[config.mk]
export PLATFORM = sky130hd
export DESIGN_NAME = mic_interrupt_ctrl
export DESIGN_NICKNAME = d
export VERILOG_FILES = /design/src/pkg/mic_pkg.sv /design/src/rtl/mic_interrupt_ctrl.sv /design/src/rtl/mic_edge_det.sv /design/src/rtl/mic_prio_enc.sv
export SDC_FILE = /design/constraint.sdc
export NUM_CORES = 1
export LEC_CHECK = 0
export BUFFER_PORTS_ARGS = -buffer_cell sky130_fd_sc_hd__buf_4
export CORE_ASPECT_RATIO = 2
export CORE_MARGIN = 4
export CORE_UTILIZATION = 45
export DETAILED_ROUTE_END_ITERATION = 10
export PLACE_DENSITY = 0.7
export SLEW_MARGIN = 15
export SYNTH_ARGS = -nofsm -noshare
export SYNTH_HDL_FRONTEND = slang
export SYNTH_SLANG_ARGS = --single-unit
[constraint.sdc]
create_clock -name clk_sys -period 1.7 [get_ports clk_sys]
set_input_delay 0.17 -clock clk_sys [delete_from_list [all_inputs] [get_ports clk_sys]]
set_output_delay 0.17 -clock clk_sys [all_outputs]
set_load 0.05 [all_outputs]
[src/pkg/mic_pkg.sv]
// Package with constants and types for the interrupt controller
// Operation
// - Source event sets flag regardless of enable; pin edges set pin flag only while pin enabled
// - Disabled source keeps flag, no vectoring
// - Global enable low blocks every interrupt
// - Take: push return address, load vector
// - Return pops saved program counter
// - Servicing clears global enable automatically
// - Flags still latch while globally disabled
// - Full stack blocks acknowledge until pop
// - Simultaneous requests served by fixed priority
// - Any set flag wakes from sleep
// - Pin edge per select sets pin flag
// - Edge select: rising, falling, both, off
// - Pin active only if enabled, selected, input
// - Pin service clears pin flag
// - Comparator toggle sets flag; service clears it
// - Three shared vectors from grouped sources
// - Grouped source flag sets shared flag
// - Shared service clears shared flag only
// - Timer group register layout, reset zero
// - EEPROM/low-voltage group layout, others zero
// - Edge codes 00 off,01 rise,10 fall,11 both
package mic_pkg;
    // Register offsets
    localparam logic [3:0] ADDR_CTRL0 = 4'h0;
    localparam logic [3:0] ADDR_CTRL1 = 4'h1;
    localparam logic [3:0] ADDR_CTRL2 = 4'h2;
    localparam logic [3:0] ADDR_EDGE = 4'h3;
    localparam logic [3:0] ADDR_TMR_GRP = 4'h4;
    localparam logic [3:0] ADDR_EE_GRP = 4'h5;
    localparam logic [3:0] ADDR_STATUS = 4'h6;
    // Reset values
    localparam logic [7:0] RST_REG = 8'h00;
    // Control register 0 fields
    localparam int GIE_BIT = 0;
    localparam int PIN_EN_LSB = 1;
    localparam int CMP_EN_BIT = 4;
    localparam int PIN_FLAG_LSB = 5;
    // Control register 1 fields
    localparam int CMP_FLAG_BIT = 0;
    localparam int SV_EN_LSB = 1;
    localparam int SV_FLAG_LSB = 4;
    // Control register 2: pin function select and direction
    localparam int PIN_SEL_LSB = 0;
    localparam int PIN_DIR_LSB = 3;
    // Group register field positions
    localparam int TMR_FLAG_LSB = 4;
    localparam int EE_FLAG_LSB = 4;
    localparam int EE_EN_LSB = 0;
    // Edge select codes
    localparam logic [1:0] EDGE_OFF = 2'h0;
    localparam logic [1:0] EDGE_RISE = 2'h1;
    localparam logic [1:0] EDGE_FALL = 2'h2;
    localparam logic [1:0] EDGE_BOTH = 2'h3;
    // Source counts
    localparam int NUM_PINS = 3;
    localparam int NUM_SV = 3;
    localparam int NUM_SRC = 7;
    typedef enum logic [1:0] {ST_RUN, ST_PUSH, ST_WAIT} mic_state_t;
endpackage : mic_pkg

[src/rtl/mic_interrupt_ctrl.sv]
// Interrupt controller top: flags, enables, vectoring and wake-up
`timescale 1ns/100ps
module mic_interrupt_ctrl #(
    // Source order: pin0, pin1, pin2, comparator, shared0..2
    parameter logic [2:0] PRIO_0 = 3'h0,
    parameter logic [2:0] PRIO_1 = 3'h1,
    parameter logic [2:0] PRIO_2 = 3'h2,
    parameter logic [2:0] PRIO_3 = 3'h3,
    parameter logic [2:0] PRIO_4 = 3'h4,
    parameter logic [2:0] PRIO_5 = 3'h5,
    parameter logic [2:0] PRIO_6 = 3'h6,
    parameter logic [11:0] VEC_BASE = 12'h004,
    parameter logic [11:0] VEC_STEP = 12'h004,
    // Shared vector holding timer group and EEPROM group
    parameter int TMR_SV = 1,
    parameter int EE_SV = 2
) (
    // Clock and reset
    input wire logic clk_sys,
    input wire logic nrst,
    // Register port
    input wire logic [3:0] regAddr,
    input wire logic [7:0] regWdata,
    input wire logic regWr,
    input wire logic regRd,
    output logic [7:0] regRdata,
    // External pins and events
    input wire logic [2:0] extPin,
    input wire logic cmpOut,
    input wire logic [3:0] timerMatch,
    input wire logic brownoutEvt,
    input wire logic eepromEvt,
    input wire logic shared0Evt,
    // Core side
    input wire logic [11:0] nextPc,
    input wire logic stackFull,
    input wire logic returnFromInterrupt,
    input wire logic coreReady,
    output logic irqTake,
    output logic [11:0] irqVector,
    output logic [11:0] pushPc,
    output logic pushValid,
    output logic popReq,
    output logic wakeUp
);
    // Register state
    logic gie_r;
    logic [2:0] pinEn_r, pinFlag_r, pinSel_r, pinDir_r;
    logic cmpEn_r, cmpFlag_r, cmpPrev_r;
    logic [2:0] svEn_r, svFlag_r;
    logic [5:0] edge_r;
    logic [7:0] tmrGrp_r;
    logic [1:0] eeFlag_r, eeEn_r;
    mic_pkg::mic_state_t state_r;
    logic [2:0] taken_r;

    // Address decode
    wire wr0 = regWr && regAddr == mic_pkg::ADDR_CTRL0;
    wire wr1 = regWr && regAddr == mic_pkg::ADDR_CTRL1;
    wire wr2 = regWr && regAddr == mic_pkg::ADDR_CTRL2;
    wire wrE = regWr && regAddr == mic_pkg::ADDR_EDGE;
    wire wrT = regWr && regAddr == mic_pkg::ADDR_TMR_GRP;
    wire wrG = regWr && regAddr == mic_pkg::ADDR_EE_GRP;

    // Pin edge events
    logic [2:0] pinHit;
    genvar g;
    generate
        for (g = 0; g < mic_pkg::NUM_PINS; g++) begin : gPin
            mic_edge_det uEdge (
                .clk_sys(clk_sys),
                .nrst(nrst),
                .pinIn(extPin[g]),
                .pinActive(pinEn_r[g] & pinSel_r[g] & pinDir_r[g]),
                .edgeSel(edge_r[2*g +: 2]),
                .hit(pinHit[g])
            );
        end
    endgenerate

    // Comparator toggle and grouped source events
    wire cmpHit = cmpOut ^ cmpPrev_r;
    wire [3:0] tmrSet = timerMatch & ~tmrGrp_r[7:4];
    wire [1:0] eeSet = {eepromEvt, brownoutEvt} & ~eeFlag_r;
    wire tmrRise = |tmrSet;
    wire eeRise = |eeSet;
    logic [2:0] svSet;
    always_comb begin
        svSet = 3'h0;
        svSet[0] = shared0Evt;
        svSet[TMR_SV] = svSet[TMR_SV] | tmrRise;
        svSet[EE_SV] = svSet[EE_SV] | eeRise;
    end

    // Pending enabled sources in source order
    wire [6:0] srcFlag = {svFlag_r, cmpFlag_r, pinFlag_r};
    wire [6:0] srcEn = {svEn_r, cmpEn_r, pinEn_r};
    wire [6:0] srcReq = srcFlag & srcEn;
    // Map to priority positions
    wire [2:0] prio [7] = '{PRIO_6, PRIO_5, PRIO_4, PRIO_3, PRIO_2,
                            PRIO_1, PRIO_0};
    logic [6:0] prioReq;
    always_comb begin
        prioReq = 7'h00;
        for (int i = 0; i < mic_pkg::NUM_SRC; i++) begin
            prioReq[prio[6-i]] = srcReq[i];
        end
    end
    logic anyReq;
    logic [2:0] winPos;
    mic_prio_enc #(.N(mic_pkg::NUM_SRC)) uPrio (
        .req(prioReq),
        .any(anyReq),
        .idx(winPos)
    );
    logic [2:0] winSrc;
    always_comb begin
        winSrc = 3'h0;
        for (int i = 0; i < mic_pkg::NUM_SRC; i++) begin
            if (prio[6-i] == winPos) winSrc = 3'(i);
        end
    end
    // take only with global enable and stack room
    wire take = (state_r == mic_pkg::ST_RUN) && gie_r && anyReq
                && !stackFull && coreReady;
    wire [6:0] clrSrc = take ? (7'h01 << winSrc) : 7'h00;

    // Global enable
    always_ff @(posedge clk_sys or negedge nrst) begin
        if (!nrst) begin
            gie_r <= 1'b0;
        end else if (take) begin
            gie_r <= 1'b0;
        end else if (wr0) begin
            gie_r <= regWdata[mic_pkg::GIE_BIT];
        end
    end

    // Pin enables, flags, select and direction
    always_ff @(posedge clk_sys or negedge nrst) begin
        if (!nrst) begin
            pinEn_r <= 3'h0;
            pinFlag_r <= 3'h0;
            cmpEn_r <= 1'b0;
            pinSel_r <= 3'h0;
            pinDir_r <= 3'h0;
            edge_r <= 6'h00;
        end else begin
            if (wr0) begin
                pinEn_r <= regWdata[mic_pkg::PIN_EN_LSB +: 3];
                cmpEn_r <= regWdata[mic_pkg::CMP_EN_BIT];
            end
            pinFlag_r <= ((wr0 ? regWdata[mic_pkg::PIN_FLAG_LSB +: 3]
                           : pinFlag_r) & ~clrSrc[2:0]) | pinHit;
            if (wr2) begin
                pinSel_r <= regWdata[mic_pkg::PIN_SEL_LSB +: 3];
                pinDir_r <= regWdata[mic_pkg::PIN_DIR_LSB +: 3];
            end
            if (wrE) edge_r <= regWdata[5:0];
        end
    end

    // Comparator and shared flags
    always_ff @(posedge clk_sys or negedge nrst) begin
        if (!nrst) begin
            cmpFlag_r <= 1'b0;
            cmpPrev_r <= 1'b0;
            svEn_r <= 3'h0;
            svFlag_r <= 3'h0;
        end else begin
            cmpPrev_r <= cmpOut;
            cmpFlag_r <= ((wr1 ? regWdata[mic_pkg::CMP_FLAG_BIT]
                           : cmpFlag_r) & ~clrSrc[3]) | cmpHit;
            if (wr1) svEn_r <= regWdata[mic_pkg::SV_EN_LSB +: 3];
            svFlag_r <= ((wr1 ? regWdata[mic_pkg::SV_FLAG_LSB +: 3]
                          : svFlag_r) & ~clrSrc[6:4]) | svSet;
        end
    end

    // Group registers; source flags never cleared by service
    always_ff @(posedge clk_sys or negedge nrst) begin
        if (!nrst) begin
            tmrGrp_r <= mic_pkg::RST_REG;
            eeFlag_r <= 2'h0;
            eeEn_r <= 2'h0;
        end else begin
            tmrGrp_r[3:0] <= wrT ? regWdata[3:0] : tmrGrp_r[3:0];
            tmrGrp_r[7:4] <= (wrT ? regWdata[7:4] : tmrGrp_r[7:4])
                             | timerMatch;
            eeFlag_r <= (wrG ? regWdata[mic_pkg::EE_FLAG_LSB +: 2]
                         : eeFlag_r) | {eepromEvt, brownoutEvt};
            if (wrG) eeEn_r <= regWdata[mic_pkg::EE_EN_LSB +: 2];
        end
    end

    // Vector sequencing: one cycle in ST_WAIT after take, then back to ST_RUN
    always_ff @(posedge clk_sys or negedge nrst) begin
        if (!nrst) begin
            state_r <= mic_pkg::ST_RUN;
            taken_r <= 3'h0;
        end else begin
            case (state_r)
                mic_pkg::ST_RUN: begin
                    if (take) begin
                        state_r <= mic_pkg::ST_WAIT;
                        taken_r <= winSrc;
                    end
                end
                mic_pkg::ST_WAIT: begin
                    // Nested entries allowed once enable is set again
                    state_r <= mic_pkg::ST_RUN;
                end
                default: state_r <= mic_pkg::ST_RUN;
            endcase
        end
    end

    // Core-facing outputs, all registered
    always_ff @(posedge clk_sys or negedge nrst) begin
        if (!nrst) begin
            irqTake <= 1'b0;
            irqVector <= 12'h000;
            pushPc <= 12'h000;
            pushValid <= 1'b0;
            popReq <= 1'b0;
            wakeUp <= 1'b0;
        end else begin
            irqTake <= take;
            pushValid <= take;
            if (take) begin
                pushPc <= nextPc;
                irqVector <= VEC_BASE + VEC_STEP * 12'(winSrc);
            end
            popReq <= returnFromInterrupt;
            wakeUp <= |srcFlag | (|tmrGrp_r[7:4]) | (|eeFlag_r);
        end
    end

    // Read mux
    logic [7:0] rdMux;
    always_comb begin
        case (regAddr)
            mic_pkg::ADDR_CTRL0: rdMux = {pinFlag_r, cmpEn_r, pinEn_r,
                                          gie_r};
            mic_pkg::ADDR_CTRL1: rdMux = {1'b0, svFlag_r, svEn_r,
                                          cmpFlag_r};
            mic_pkg::ADDR_CTRL2: rdMux = {2'h0, pinDir_r, pinSel_r};
            mic_pkg::ADDR_EDGE: rdMux = {2'h0, edge_r};
            mic_pkg::ADDR_TMR_GRP: rdMux = tmrGrp_r;
            mic_pkg::ADDR_EE_GRP: rdMux = {2'h0, eeFlag_r, 2'h0, eeEn_r};
            mic_pkg::ADDR_STATUS: rdMux = {4'h0, taken_r, gie_r};
            default: rdMux = 8'h00;
        endcase
    end

    // Read data one cycle after strobe
    always_ff @(posedge clk_sys or negedge nrst) begin
        if (!nrst) begin
            regRdata <= 8'h00;
        end else begin
            regRdata <= regRd ? rdMux : 8'h00;
        end
    end
endmodule : mic_interrupt_ctrl

[src/rtl/mic_edge_det.sv]
// Edge detector for one external interrupt pin
`timescale 1ns/100ps
module mic_edge_det (
    // Clock and reset
    input wire logic clk_sys,
    input wire logic nrst,
    // Pin and setup
    input wire logic pinIn,
    input wire logic pinActive,
    input wire logic [1:0] edgeSel,
    // Event
    output logic hit
);
    logic prev_r;
    wire rise = pinIn & ~prev_r;
    wire fall = ~pinIn & prev_r;

    // Previous pin level
    always_ff @(posedge clk_sys or negedge nrst) begin
        if (!nrst) begin
            prev_r <= 1'b0;
        end else begin
            prev_r <= pinIn;
        end
    end

    // Select edge type
    always_comb begin
        case (edgeSel)
            mic_pkg::EDGE_RISE: hit = rise & pinActive;
            mic_pkg::EDGE_FALL: hit = fall & pinActive;
            mic_pkg::EDGE_BOTH: hit = (rise | fall) & pinActive;
            default: hit = 1'b0;
        endcase
    end
endmodule : mic_edge_det

[src/rtl/mic_prio_enc.sv]
// Fixed priority selector over active sources
`timescale 1ns/100ps
module mic_prio_enc #(
    parameter int N = 7
) (
    // Requests
    input wire logic [N-1:0] req,
    // Result
    output logic any,
    output logic [2:0] idx
);
    // Lowest index wins
    always_comb begin
        any = 1'b0;
        idx = 3'h0;
        for (int i = N - 1; i >= 0; i--) begin
            if (req[i]) begin
                any = 1'b1;
                idx = 3'(i);
            end
        end
    end
endmodule : mic_prio_enc

=== After elaboration in Yosys (flattened, before gate mapping) ===
Cells that the tools add are included.

* Memory bits (read-only): 0
* Bits in latches: 0
* Memories kept: 0
* Bits of input ports: 42
* Flip-flop bits (word level): 83
* Output and inout port bits: 36
* RAM bits: 0

* Eq/ne operators: 22
* Shifts and indexed selects: 1
* Reduce and logical (&&, ||, !) cells: 20
* Multiply operators: 0
* Bitwise operators: 49
* Add/sub/neg operators: 1
* Magnitude comparators: 0
* Div/mod/pow operators: 0
* Mux-type cells: 35

{| class="wikitable"
|+ Operators by type and width
! cell !! number
|-
| one-hot mux 8 bit (7 select lines) || 1
|-
| two-way mux 3 bit || 12
|-
| bitwise AND 1 bit || 22
|-
| equality test 2 bit, second input constant || 6
|-
| equality test 4 x 3 -> 1 bit, second input constant || 3
|-
| two-way mux 1 bit || 11
|-
| logical AND 1 bit || 10
|-
| two-way mux 2 bit || 5
|-
| equality test 3 bit, first input constant || 3
|-
| one-hot mux 1 bit (3 select lines) || 3
|-
| equality test 4 x 2 -> 1 bit, second input constant || 2
|-
| two-way mux 8 bit || 1
|-
| OR reduction 4 bit || 2
|-
| bitwise AND 7 bit || 1
|-
| two-way mux 7 bit || 1
|-
| inverter 1 bit || 7
|-
| OR reduction 7 bit || 1
|-
| << shifter 1 x 3 -> 7 bit, first input constant || 1
|-
| adder 3 x 5 -> 6 bit, first input constant || 1
|-
| bitwise AND 3 bit || 2
|-
| equality test 2 x 1 -> 1 bit, second input constant || 3
|-
| equality test 2 x 3 -> 1 bit, first input constant || 2
|-
| inverter 3 bit || 2
|-
| bitwise OR 1 bit || 6
|-
| other kinds (18) || 20
|}

=== Logic depth before layout (Yosys ltp) ===
Gate-level depths: netlist of run 1.

* Depth in word-level cells: 20
* Gate-level depth with buffers: 8
* Mapped depth without buffers: 8

=== By module ===
From an unflattened synthesis of run 1, not the netlist that was laid out.

* Cell total of the unflattened synthesis: 358
* Area total of the unflattened synthesis: 3744.8 um2

{| class="wikitable"
|+ Modules (own cells, without submodules)
! module !! sequential area each (um2) !! cells each !! instances !! area each (um2)
|-
| mic_interrupt_ctrl || 1776.7 || 317 || 1 || 3415.8
|-
| mic_edge_det || 25.0 || 10 || 3 || 87.6
|-
| mic_prio_enc || 0.0 || 11 || 1 || 66.3
|}

=== Worst setup path after synthesis of run 1 ===
Ideal clock, no wire load.

* Path type: reg-to-reg
* Start point: register cmpFlag_r
* End point: register cmpFlag_r
* Library setup time: 83 ps
* Stages on the path, launching flop included: 9
* Data arrival time: 1567 ps
* Buffers on the path: 0
* Path slack: 51 ps
* Cells stage by stage: dfrtp_1 a22oi_1 o21ai_0 nand2_1 inv_1 ha_1 ha_1 and2_0 o21ai_0

* Elaborated cells on any way between the ends: 30
* Classes of those cells: eq/ne: 6; shift: 1; mux: 16; bitwise: 4; reduce/logical: 3

{| class="wikitable"
|+ RTL lines
! element !! RTL line !! text
|-
| from (decl) || mic_interrupt_ctrl.sv:49 || <nowiki>logic cmpEn_r, cmpFlag_r, cmpPrev_r;</nowiki>
|-
| from (signal assigned) || mic_interrupt_ctrl.sv:172 || <nowiki>cmpFlag_r <= ((wr1 ? regWdata[mic_pkg::CMP_FLAG_BIT]</nowiki>
|-
| bitwise AND 7 bit (*) || mic_interrupt_ctrl.sv:98 || <nowiki>wire [6:0] srcReq = srcFlag & srcEn;</nowiki>
|-
| two-way mux 3 bit (*) (4 in a row) || mic_prio_enc.sv:17 || <nowiki>if (req[i]) begin</nowiki>
|-
| equality test 2 x 3 -> 1 bit || mic_interrupt_ctrl.sv:120 || <nowiki>if (prio[6-i] == winPos) winSrc = 3'(i);</nowiki>
|-
| two-way mux 2 bit (2 in a row) || mic_interrupt_ctrl.sv:120 ||
|-
| two-way mux 3 bit (2 in a row) || mic_interrupt_ctrl.sv:120 ||
|-
| two-way mux 3 bit (*) || mic_interrupt_ctrl.sv:120 ||
|-
| via winSrc[1] || mic_interrupt_ctrl.sv:116 || <nowiki>logic [2:0] winSrc;</nowiki>
|-
| << shifter 1 x 3 -> 7 bit (*) || mic_interrupt_ctrl.sv:126 || <nowiki>wire [6:0] clrSrc = take ? (7'h01 << winSrc) : 7'h00;</nowiki>
|-
| two-way mux 7 bit (*) || mic_interrupt_ctrl.sv:126 ||
|-
| inverter 1 bit (*) || mic_interrupt_ctrl.sv:173 || <nowiki>: cmpFlag_r) & ~clrSrc[3]) | cmpHit;</nowiki>
|-
| bitwise AND 1 bit (*) || mic_interrupt_ctrl.sv:173 ||
|-
| bitwise OR 1 bit (*) || mic_interrupt_ctrl.sv:173 ||
|}

Mark *: on every way through the listed nets, which the timed path passes. The rest lies on a longest branch.
A chain may end at the register's enable or synchronous reset.

=== Worst setup path in the final report of run 1 ===
* Start point: register cmpFlag_r
* End point: register svFlag_r[2]

* Longest elaborated chain between the ends: 17
* Elaborated cells on any way between the ends: 29
* Classes of those cells: eq/ne: 6; shift: 1; mux: 15; bitwise: 4; reduce/logical: 3

{| class="wikitable"
|+ Ends and longest elaborated chain
! element !! RTL line !! text
|-
| bitwise AND 7 bit (*) || mic_interrupt_ctrl.sv:98 ||
|-
| two-way mux 3 bit (4 in a row) || mic_prio_enc.sv:17 ||
|-
| equality test 1 x 3 -> 1 bit || mic_interrupt_ctrl.sv:120 ||
|-
| two-way mux 1 bit || mic_interrupt_ctrl.sv:120 ||
|-
| two-way mux 2 bit (2 in a row) || mic_interrupt_ctrl.sv:120 ||
|-
| two-way mux 3 bit (3 in a row) || mic_interrupt_ctrl.sv:120 ||
|-
| << shifter 1 x 3 -> 7 bit || mic_interrupt_ctrl.sv:126 ||
|-
| two-way mux 7 bit (*) || mic_interrupt_ctrl.sv:126 ||
|-
| inverter 3 bit (*) || mic_interrupt_ctrl.sv:176 || <nowiki>: svFlag_r) & ~clrSrc[6:4]) | svSet;</nowiki>
|-
| bitwise AND 3 bit (*) || mic_interrupt_ctrl.sv:176 ||
|-
| bitwise OR 3 bit (*) || mic_interrupt_ctrl.sv:176 ||
|-
| to (signal assigned) || mic_interrupt_ctrl.sv:175 || <nowiki>svFlag_r <= ((wr1 ? regWdata[mic_pkg::SV_FLAG_LSB +: 3]</nowiki>
|-
| to (decl) || mic_interrupt_ctrl.sv:50 || <nowiki>logic [2:0] svEn_r, svFlag_r;</nowiki>
|}

Mark *: on every way between the ends. The rest lies on a longest branch, timed or not.

==> out/metrics.cfg, run 1 <==
[cts]
clock_path_buffers = 2
cts_sinks = 74
path_clk_slew_ns = 0.06
clk_latency_ns = 0.33
htreeDepth = 3
cts_tree = done
cts_buffers = 9
root_buffer = clkbuf_16

[timing]
fin_crit_ns = 1.65
setup_viol = 0
maxSlewViolCount = 0
finalHoldViolations = 0
clock_skew_ns = 0.00696
fmax_ghz = 0.605
holdWs_ns = 0.0268
setup_ws_ns = 0.0478
rsz0062_at_grt = yes
post-route-period-util = 0.972
setup_tns_ns = 0

[critical_path]
cp-startpoint = cmpFlag_r
slowest_stage = dfrtp_1
endpoint_kind = flop
critPathBufInv = 1
cp-endpoint = svFlag_r[2]
crit_path_max_fanout = 5
max_stage_delay_ns = 0.45
cpLargestDelayFamily = compound AO/OA/AOI/OAI gates
setup.worst_path.start_class = flop
arrival_ns = 1.86
worst-path-stages = 5
crit_chain = a22oi_2 > buf_4 > and4b_1 > nand2_1 > a221o_1
crit_type = reg2reg
reg2reg_setup_slack_ns = 0.05
cp.required_ns = 1.91
rr_startpoint = cmpFlag_r
r2r-end = svFlag_r[2]
r2r_cells = 5

[synthesis]
ys_ff_latch = 74
synth_area_leaders = dfrtp_1, mux2_2, nand2_1
yosysWarnings = 0
yosysSeqAreaShare = 0.503
avgSynthCellArea_sq_um = 10.7
ys_types = 50
synth_cells = 344
ys_async_sr_fraction = 1.00
yosysTopAreaCell = dfrtp_1
synth_flop_cell = dfrtp_1
synth_enable_flop_cells = 0
syn-cell-area_sq_um = 3680
synth.top_cell.area_share = 0.503

[detailed_routing]
drt_iter0_drc = 201
drt-total-wl_mm = 9.38
first_pass_iters = 5
viasPerCell = 5.34
via_count = 2862
drtAntennaViolNets = 0
remaining_drc_errors = 0
wl_per_cell_um = 17.5

[run_status]
status = complete, no violations

[global_routing]
gr-usage-all-layers = 0.208
grt_pass1_wl_mm = 15.3
met3_usage = 0.0348
met2_usage = 0.378
met1_usage = 0.217
grt_max_degree = 44
grt_pass1_vias = 3041
antenna_found_initial = 0
grt.overflow.total = 0
grt_busiest_layer = met2

[final_layout]
layout-drive-gt1-share = 0.348
instances_no_fill = 536
final_util = 0.596
final_area_sq_um = 4730
synthToLayoutAreaGrowth_pct = 28.6
antenna_cells = 0
nNetsFinal = 490

[floorplan]
coreArea_sq_um = 7940
die_h_um = 136
die_x_um = 71.9
rows = 46
dieArea_sq_um = 9780
io-pin-count = 78
start_util = 0.463

[power]
finalPower_mw = 6.49
ir_drop_uv = 832
powerDensity_nw_per_um2 = 1370
power_leakage_nw = 2.33

[placement]
globalplace.congestion = 0.916
place_ws_ns = -0.121
placed_cell_area_sq_um = 4360
port_buffers = 69
placed_cells = 514
dp_hpwl_mm = 7.31

[worst_hold_path]
worstHoldStart = nextPc[1]
worstHoldPathType = in2reg

[flow_run]
cap_violations = 0

==> what timing repair did <==
item | 4_1_cts | 5_1_grt
setup endpoints to repair | 9 | 23
pin swaps | 1 | 3
hold endpoints to repair | 36 | 0
buffers inserted | 0 | 2
gates cloned | 0 | 0
gates resized for setup | 1 | 9
hold buffers | 6 | 0
==> report_power, final <==
group          switching, mW  internal, mW  total, mW
clock network          0.686          1.01       1.69
logic                   1.36         0.921       2.28
registers              0.337          2.17       2.51
==> area by class of cell <==
class	instances	area, sq um
Clock buffer	11	243
Clock inverter	3	17.5
Fill cell	687	3210
Inverter	19	71.3
Multi-Input combinational cell	238	1680
Sequential cell	74	1850
Tap cell	96	120
Timing Repair Buffer	95	744
==> worst min-delay path, delay by kind of cell <==
| family | cells | cell delay [ns] |
|---|---|---|
| and+or+nand+nor | 2 | 0.08 |
| buffers and inverters | 1 | 0.07 |
==> sequential cells by signal, summed over array words and instances, names as in the netlist, 2 cells and up <==
name	count
svEn_r	3
edge_r	6
regRdata	8
pinDir_r	3
pushPc	12
eeEn_r	2
irqVector	4
pinFlag_r	3
pinSel_r	3
tmrGrp_r	8
gPin.uEdge.prev_r	3
taken_r	3
eeFlag_r	2
pinEn_r	3
svFlag_r	3
==> worst min path at each step <==
stage | slack (ns) | end | cells past startpoint
after floorplan | -0.13 | cmpEn_r | 0
after global placement | 0.14 | gPin[2].uEdge.prev_r | 1
after detailed placement | 0.15 | pinSel_r[1] | 1
after CTS | 0.02 | tmrGrp_r[6] | 3
after global routing | 0.03 | eeFlag_r[0] | 2
final | 0.03 | pushPc[1] | 3
==> logic make-up after synthesis <==
family / Yosys count / synth area share
mux: 51 / 0.158
fa+ha+maj: 11 / 0.0374
buf+inv: 39 / 0.0544
other cells: 1 / 0.00102
compound gates: 46 / 0.0826
flops: 74 / 0.503
xor+xnor: 1 / 0.00238
simple gates: 121 / 0.160
==> Yosys cell counts, types with 2 or more instances <==
library cell	count
a211o_1	2
a21o_1	2
a21oi_1	12
a22oi_1	6
a31oi_1	3
and2_1	5
buf_2	10
buf_4	9
dfrtp_1	74
ha_1	11
inv_1	18
mux2_2	34
mux2i_1	14
mux4_2	2
nand2_1	59
nand3_1	11
nand3b_1	2
nor2_1	19
nor2b_1	4
nor3_1	2
nor3_2	2
nor3b_1	2
nor4_1	3
nor4bb_1	2
o21ai_0	7
o22ai_1	5
==> cell usage in the layout (no fill, tap or decap), types with 3 or more instances in the layout <==
| master | n |
|---|---|
| dfrtp_1 | 73 |
| nor2_1 | 19 |
| inv_1 | 17 |
| and2_1 | 5 |
| nand2_1 | 59 |
| mux2i_1 | 14 |
| clkbuf_16 | 9 |
| o21ai_0 | 5 |
| a21oi_1 | 12 |
| o22ai_1 | 4 |
| ha_1 | 11 |
| nor4_1 | 3 |
| buf_4 | 87 |
| a22oi_1 | 4 |
| a31oi_1 | 3 |
| mux2_2 | 34 |
| conb_1 | 8 |
| nor2b_1 | 4 |
| nand3_1 | 11 |
| dlygate4sd3_1 | 6 |
==> per-layer routing <==
layer,share of wire,up-vias
met5,0,-
met3,0.045,29
met4,0.051,0
li1,-,1359
met2,0.55,103
met1,0.35,1371
(Power assumes the default switching activity.)
==> run 2: changes to the inputs <==
- CORE_MARGIN: 4 -> 3
- REMOVE_ABC_BUFFERS: default -> 1
==> run 2 against run 1 <==
Sequential power rose by 2%. Combinational power is essentially flat. First-iteration DRC count fell by 30%. Non-clock buffer count grew 1. Critical path type unchanged. Highest routed layer unchanged.
==> out/metrics.cfg, run 2 (synthesis gave the netlist of run 1 again) <==
[placement]
placed_cells = 513  ; was 514
globalplace.congestion = 0.911  ; was 0.916
port_buffers = 69  ; unchanged
dp_hpwl_mm = 7.54  ; was 7.31 mm

[worst_hold_path]
worstHoldStart = nextPc[6]  ; was nextPc[1]
hold_path_depth = 3  ; unchanged
worstHoldPathType = in2reg  ; unchanged
hold_end = pushPc[6]  ; was pushPc[1]

[detailed_routing]
first_pass_iters = 5  ; unchanged
drt-total-wl_mm = 9.69  ; was 9.38 mm
drtAntennaViolNets = 0  ; unchanged
remaining_drc_errors = 0  ; unchanged
viasPerCell = 5.40  ; was 5.34
via_count = 2910  ; was 2862
wl_per_cell_um = 18.0  ; was 17.5 um
drt_iter0_drc = 141  ; was 201

[timing]
clock_skew_ns = 0.00405  ; was 0.00696 ns
rsz0062_at_grt = yes  ; unchanged
setup_viol = 0  ; unchanged
finalHoldViolations = 0  ; unchanged
maxSlewViolCount = 0  ; unchanged
fin_crit_ns = 1.64  ; was 1.65 ns
fmax_ghz = 0.608  ; was 0.605 GHz
post-route-period-util = 0.967  ; was 0.972
setup_tns_ns = 0  ; unchanged

[cts]
cts_sinks = 74  ; unchanged
clock_path_buffers = 2  ; unchanged
cts_buffers = 9  ; unchanged
root_buffer = clkbuf_16  ; unchanged
cts_tree = done  ; unchanged
path_clk_slew_ns = 0.06  ; about the same
clk_latency_ns = 0.33  ; about the same
htreeDepth = 3  ; unchanged

[final_layout]
fillers = 704  ; was 687
regArea_sq_um = 1860  ; was 1850 sq um
multiInputGateArea_sq_um = 1700  ; was 1680 sq um
nNetsFinal = 491  ; was 490
layout-drive-gt1-share = 0.366  ; was 0.348
top_regs = pushPc: 12 flops, regRdata: 8 flops, tmrGrp_r: 8 flops  ; unchanged
largest-register = pushPc  ; unchanged
layout_commonest_cell = buf_4  ; unchanged
largest_reg_flops = 12  ; unchanged
instances_no_fill = 539  ; was 536
synthToLayoutAreaGrowth_pct = 30.8  ; was 28.6%
antenna_cells = 0  ; unchanged
final_cell_mix = buf_4, dfrtp_1, nand2_1, mux2_2, nor2_1  ; unchanged

[global_routing]
grt_max_degree = 35  ; was 44
grt_pass1_wl_mm = 15.6  ; was 15.3 mm
gr-usage-all-layers = 0.217  ; was 0.208
antenna_found_initial = 0  ; unchanged
grt_pass1_vias = 3032  ; was 3041
grt.overflow.total = 0  ; unchanged

[floorplan]
rows = 46  ; unchanged
die_x_um = 69.9  ; was 71.9 um
io-pin-count = 78  ; unchanged
dieArea_sq_um = 9360  ; was 9780 sq um
coreArea_sq_um = 7940  ; unchanged
start_util = 0.463  ; unchanged
die_h_um = 134  ; was 136 um

[critical_path]
arrival_ns = 1.90  ; was 1.86 ns
crit_type = reg2reg  ; unchanged
cp.required_ns = 1.95  ; was 1.91 ns
reg2reg_setup_slack_ns = 0.06  ; was 0.05 ns
r2r-end = irqVector[4]  ; was svFlag_r[2]
rr_startpoint = svFlag_r[1]  ; was cmpFlag_r
r2r_cells = 7  ; was 5
crit_path_max_fanout = 6  ; was 5
endpoint_kind = flop  ; unchanged
setup.worst_path.start_class = flop  ; unchanged

[power]
powerDensity_nw_per_um2 = 1430  ; was 1370 nW/um^2
ir_drop_uv = 994  ; was 832 uV
power_leakage_nw = 2.36  ; was 2.33 nW

[flow_run]
cap_violations = 0  ; unchanged

[run_status]
status = complete, no violations  ; unchanged

run 2: cell count changes in the layout (fill, tap and decap cells not counted), sizes merged:
cell	change
buf	+1
bufinv	+2
run 2: how the worst max path moves through the flow:
stage / from / to / slack (ns) / cells after the start
2_1_floorplan: svFlag_r[2] / taken_r[0] / -0.06 / 4
3_3_place_gp: svFlag_r[0] / pinFlag_r[0] / -0.06 / 7
3_5_place_dp: svFlag_r[0] / pinFlag_r[2] / -0.15 / 7
4_1_cts: cmpEn_r / taken_r[0] / 0.02 / 5
5_1_grt: svEn_r[0] / pushPc[11] / -0.04 / 8
6_report: svFlag_r[1] / irqVector[4] / 0.06 / 7
run 2: what timing repair did:
item / CTS / global route
setup buffers: 1 / 3
resized for setup: 4 / 17
hold buffers: 6 / 0
hold endpoints to repair: 35 / 0
pin swaps: 1 / 7
setup endpoints to repair: 17 / 18
run 2: layer usage:
layer	vias to the layer above	share of wire	GRT usage
met4	0	0.066	0.148
met3	34	0.042	0.0443
met2	105	0.55	0.387
met1	1409	0.34	0.224
met5	-	0	0
li1	1362	-	-
run 2: power by group:
group / internal (mW) / total [mW] / switching, mW
sequential: 2.18 / 2.56 / 0.377
clock: 1.32 / 2.01 / 0.696
combinational: 0.928 / 2.30 / 1.37
run 2: layout make-up:
cell class / instances / share of cell area
inverter: 19 / 0.0153
clock inverter: 5 / 0.0161
multi-input combinational: 238 / 0.353
timing repair buffer: 96 / 0.154
sequential: 74 / 0.386
tap: 96 / 0.0249
clock buffer: 11 / 0.0504
run 2: stage by stage:
step	setup WS (ns)	util	hold WS [ns]	total power [mW]	cell area, sq um
3_5_place_dp	-0.149	0.547	0.141	4.71	4340
6_report	0.0563	0.606	0.0269	6.87	4810
5_1_grt	-0.0402	0.606	0.0337	7.20	4810
3_3_place_gp	-0.0587	0.547	0.137	4.66	4340
2_1_floorplan	-0.0640	-	-0.126	3.85	3580
4_1_cts	0.0206	0.597	0.0217	6.78	4740
run 2: critical path: stages, from the launching register on:
cell and delay [ns]:
dfrtp_2 0.44, a22o_1 0.25, o21ai_1 0.15, nand2_1 0.12, inv_2 0.11, ha_1 0.15
ha_1 0.22, o21ai_1 0.13
==> run 3: changes to the inputs <==
- RECOVER_POWER: default -> 50
==> run 3 against run 2 <==
Fmax down 0.12%. Core utilization down 0.58 points. Final cell count unchanged. Via count down 0.21%. Routed wire length up 0.79%. Worst setup slack worse by 0.0020 ns. Sequential share of layout area up 0.37 points. Flip-flop and latch count unchanged.
==> out/metrics.cfg, run 3 (synthesis gave the netlist of run 1 again) <==
[cts]
path_clk_slew_ns = 0.06  ; about the same
cts_buffers = 9  ; unchanged
htreeDepth = 3  ; unchanged
cts_sinks = 74  ; unchanged
cts_tree = done  ; unchanged
root_buffer = clkbuf_16  ; unchanged
clk_latency_ns = 0.33  ; about the same
clock_path_buffers = 2  ; unchanged

[flow_run]
cap_violations = 0  ; unchanged

[detailed_routing]
remaining_drc_errors = 0  ; unchanged
drt-total-wl_mm = 9.77  ; was 9.69 mm
viasPerCell = 5.39  ; was 5.40
drt_iter0_drc = 145  ; was 141
via_count = 2904  ; was 2910
drtAntennaViolNets = 0  ; unchanged
wl_per_cell_um = 18.1  ; was 18.0 um
first_pass_iters = 4  ; was 5

[final_layout]
largest_reg_flops = 12  ; unchanged
antenna_cells = 0  ; unchanged
final_cell_mix = buf_4, dfrtp_1, nand2_1, mux2_2, nor2_1  ; unchanged
top_regs = pushPc: 12 flops, regRdata: 8 flops, tmrGrp_r: 8 flops  ; unchanged
nNetsFinal = 491  ; unchanged
layout-drive-gt1-share = 0.345  ; was 0.366
layout_commonest_cell = buf_4  ; unchanged
final_area_sq_um = 4770  ; was 4810 sq um
largest-register = pushPc  ; unchanged
synthToLayoutAreaGrowth_pct = 29.6  ; was 30.8%

[floorplan]
die_h_um = 134  ; unchanged
die_x_um = 69.9  ; unchanged
start_util = 0.463  ; unchanged
io-pin-count = 78  ; unchanged
coreArea_sq_um = 7940  ; unchanged
rows = 46  ; unchanged
dieArea_sq_um = 9360  ; unchanged

[global_routing]
grt_pass1_wl_mm = 15.6  ; unchanged
grt.overflow.total = 0  ; unchanged
grt_pass1_vias = 3032  ; unchanged
antenna_found_initial = 0  ; unchanged
grt_max_degree = 35  ; unchanged
gr-usage-all-layers = 0.217  ; unchanged

[critical_path]
reg2reg_setup_slack_ns = 0.05  ; was 0.06 ns
max_stage_delay_ns = 0.44  ; about the same
r2r-end = irqVector[4]  ; unchanged
cpLargestDelayFamily = compound AO/OA/AOI/OAI gates  ; unchanged
endpoint_kind = flop  ; unchanged
rr_startpoint = svFlag_r[1]  ; unchanged
r2r_cells = 7  ; unchanged
critPathBufInv = 1  ; unchanged
cp-startpoint = svFlag_r[1]  ; unchanged
setup.worst_path.start_class = flop  ; unchanged
arrival_ns = 1.90  ; about the same
cp.required_ns = 1.95  ; about the same
worst-path-stages = 7  ; unchanged
crit_chain = a22o_1 > o21ai_1 > nand2_1 > inv_2 > ha_1 > ha_1 > o21ai_1  ; unchanged
crit_path_max_fanout = 6  ; unchanged
slowest_stage = dfrtp_2  ; unchanged
crit_type = reg2reg  ; unchanged

[power]
power_leakage_nw = 2.33  ; was 2.36 nW
finalPower_mw = 6.86  ; was 6.87 mW
powerDensity_nw_per_um2 = 1440  ; was 1430 nW/um^2
ir_drop_uv = 995  ; was 994 uV

[timing]
setup_viol = 0  ; unchanged
rsz0062_at_grt = yes  ; unchanged
clock_skew_ns = 0.00438  ; was 0.00405 ns
fin_crit_ns = 1.65  ; was 1.64 ns
fmax_ghz = 0.608  ; about the same
setup_ws_ns = 0.0543  ; was 0.0563 ns
maxSlewHeadroom = 0.418
holdWs_ns = 0.0267  ; was 0.0269 ns
maxSlewViolCount = 0  ; unchanged
tightest_slew_ns = 0.873
setup_tns_ns = 0  ; unchanged
post-route-period-util = 0.968  ; was 0.967
finalHoldViolations = 0  ; unchanged

[placement]
port_buffers = 69  ; unchanged
dp_hpwl_mm = 7.54  ; unchanged
place_ws_ns = -0.149  ; unchanged
placed_cell_area_sq_um = 4340  ; unchanged
globalplace.congestion = 0.911  ; unchanged

[worst_hold_path]
hold_path_depth = 3  ; unchanged
worstHoldStart = nextPc[6]  ; unchanged
worstHoldPathType = in2reg  ; unchanged
hold_end = pushPc[6]  ; unchanged

[run_status]
status = complete, no violations  ; unchanged

-- run 3: cell count changes in the layout (fill, tap and decap cells not counted) --
| cell | change |
|---|---|
| clkbuf_1 | +9 |
| buf_4 | -15 |
| clkbuf_4 | +1 |
| clkbuf_2 | +5 |
-- run 3: timing repair --
| item | in CTS | in global routing |
|---|---|---|
| gates resized for setup | 4 | 17 |
| hold endpoints to repair | 35 | 0 |
| pin swaps | 1 | 7 |
| setup endpoints to repair | 17 | 18 |
| hold buffers | 6 | 0 |
| buffers inserted | 1 | 3 |
-- run 3: where the power goes --
group | internal (mW) | total (mW) | switching (mW) | leakage [nW]
clock network | 1.32 | 2.02 | 0.701 | 0.156
registers | 2.18 | 2.56 | 0.378 | 0.891
logic | 0.915 | 2.29 | 1.37 | 1.28
-- run 3: worst min-delay path: stages --
cell and delay (ns):
buf_4 0.08, nand2_1 0.04, nand2_1 0.04
-- run 3: layer usage --
layer,track usage,vias to the layer above,wire (um),share of wire
li1,-,1360,-,-
met1,0.224,1413,3370,0.34
met2,0.387,99,5360,0.55
met3,0.0443,32,395,0.040
met4,0.148,0,646,0.066
met5,0,-,0,0
-- run 3: worst max-delay path by stage --
stage / endpoint / slack [ns]
after floorplan: taken_r[0] / -0.06
after global placement: pinFlag_r[0] / -0.06
after detailed placement: pinFlag_r[2] / -0.15
after CTS: taken_r[0] / 0.02
after global routing: pushPc[11] / -0.04
final: irqVector[4] / 0.05
-- run 3: layout make-up --
class                   count  area (sq um)
multi-input cells         238          1700
clock buffers              11           243
well taps                  96           120
inverters                  19          73.8
fillers                   717          3170
flip-flops and latches     74          1860
clock inverters             5          77.6
repair buffers             96           697
-- run 3: through the flow --
stage | std cells | util
final | 539 | 0.600
after detailed placement | 513 | 0.547
after CTS | 536 | 0.597
after global placement | 513 | 0.547
after floorplan | 331 | -
after global routing | 539 | 0.600
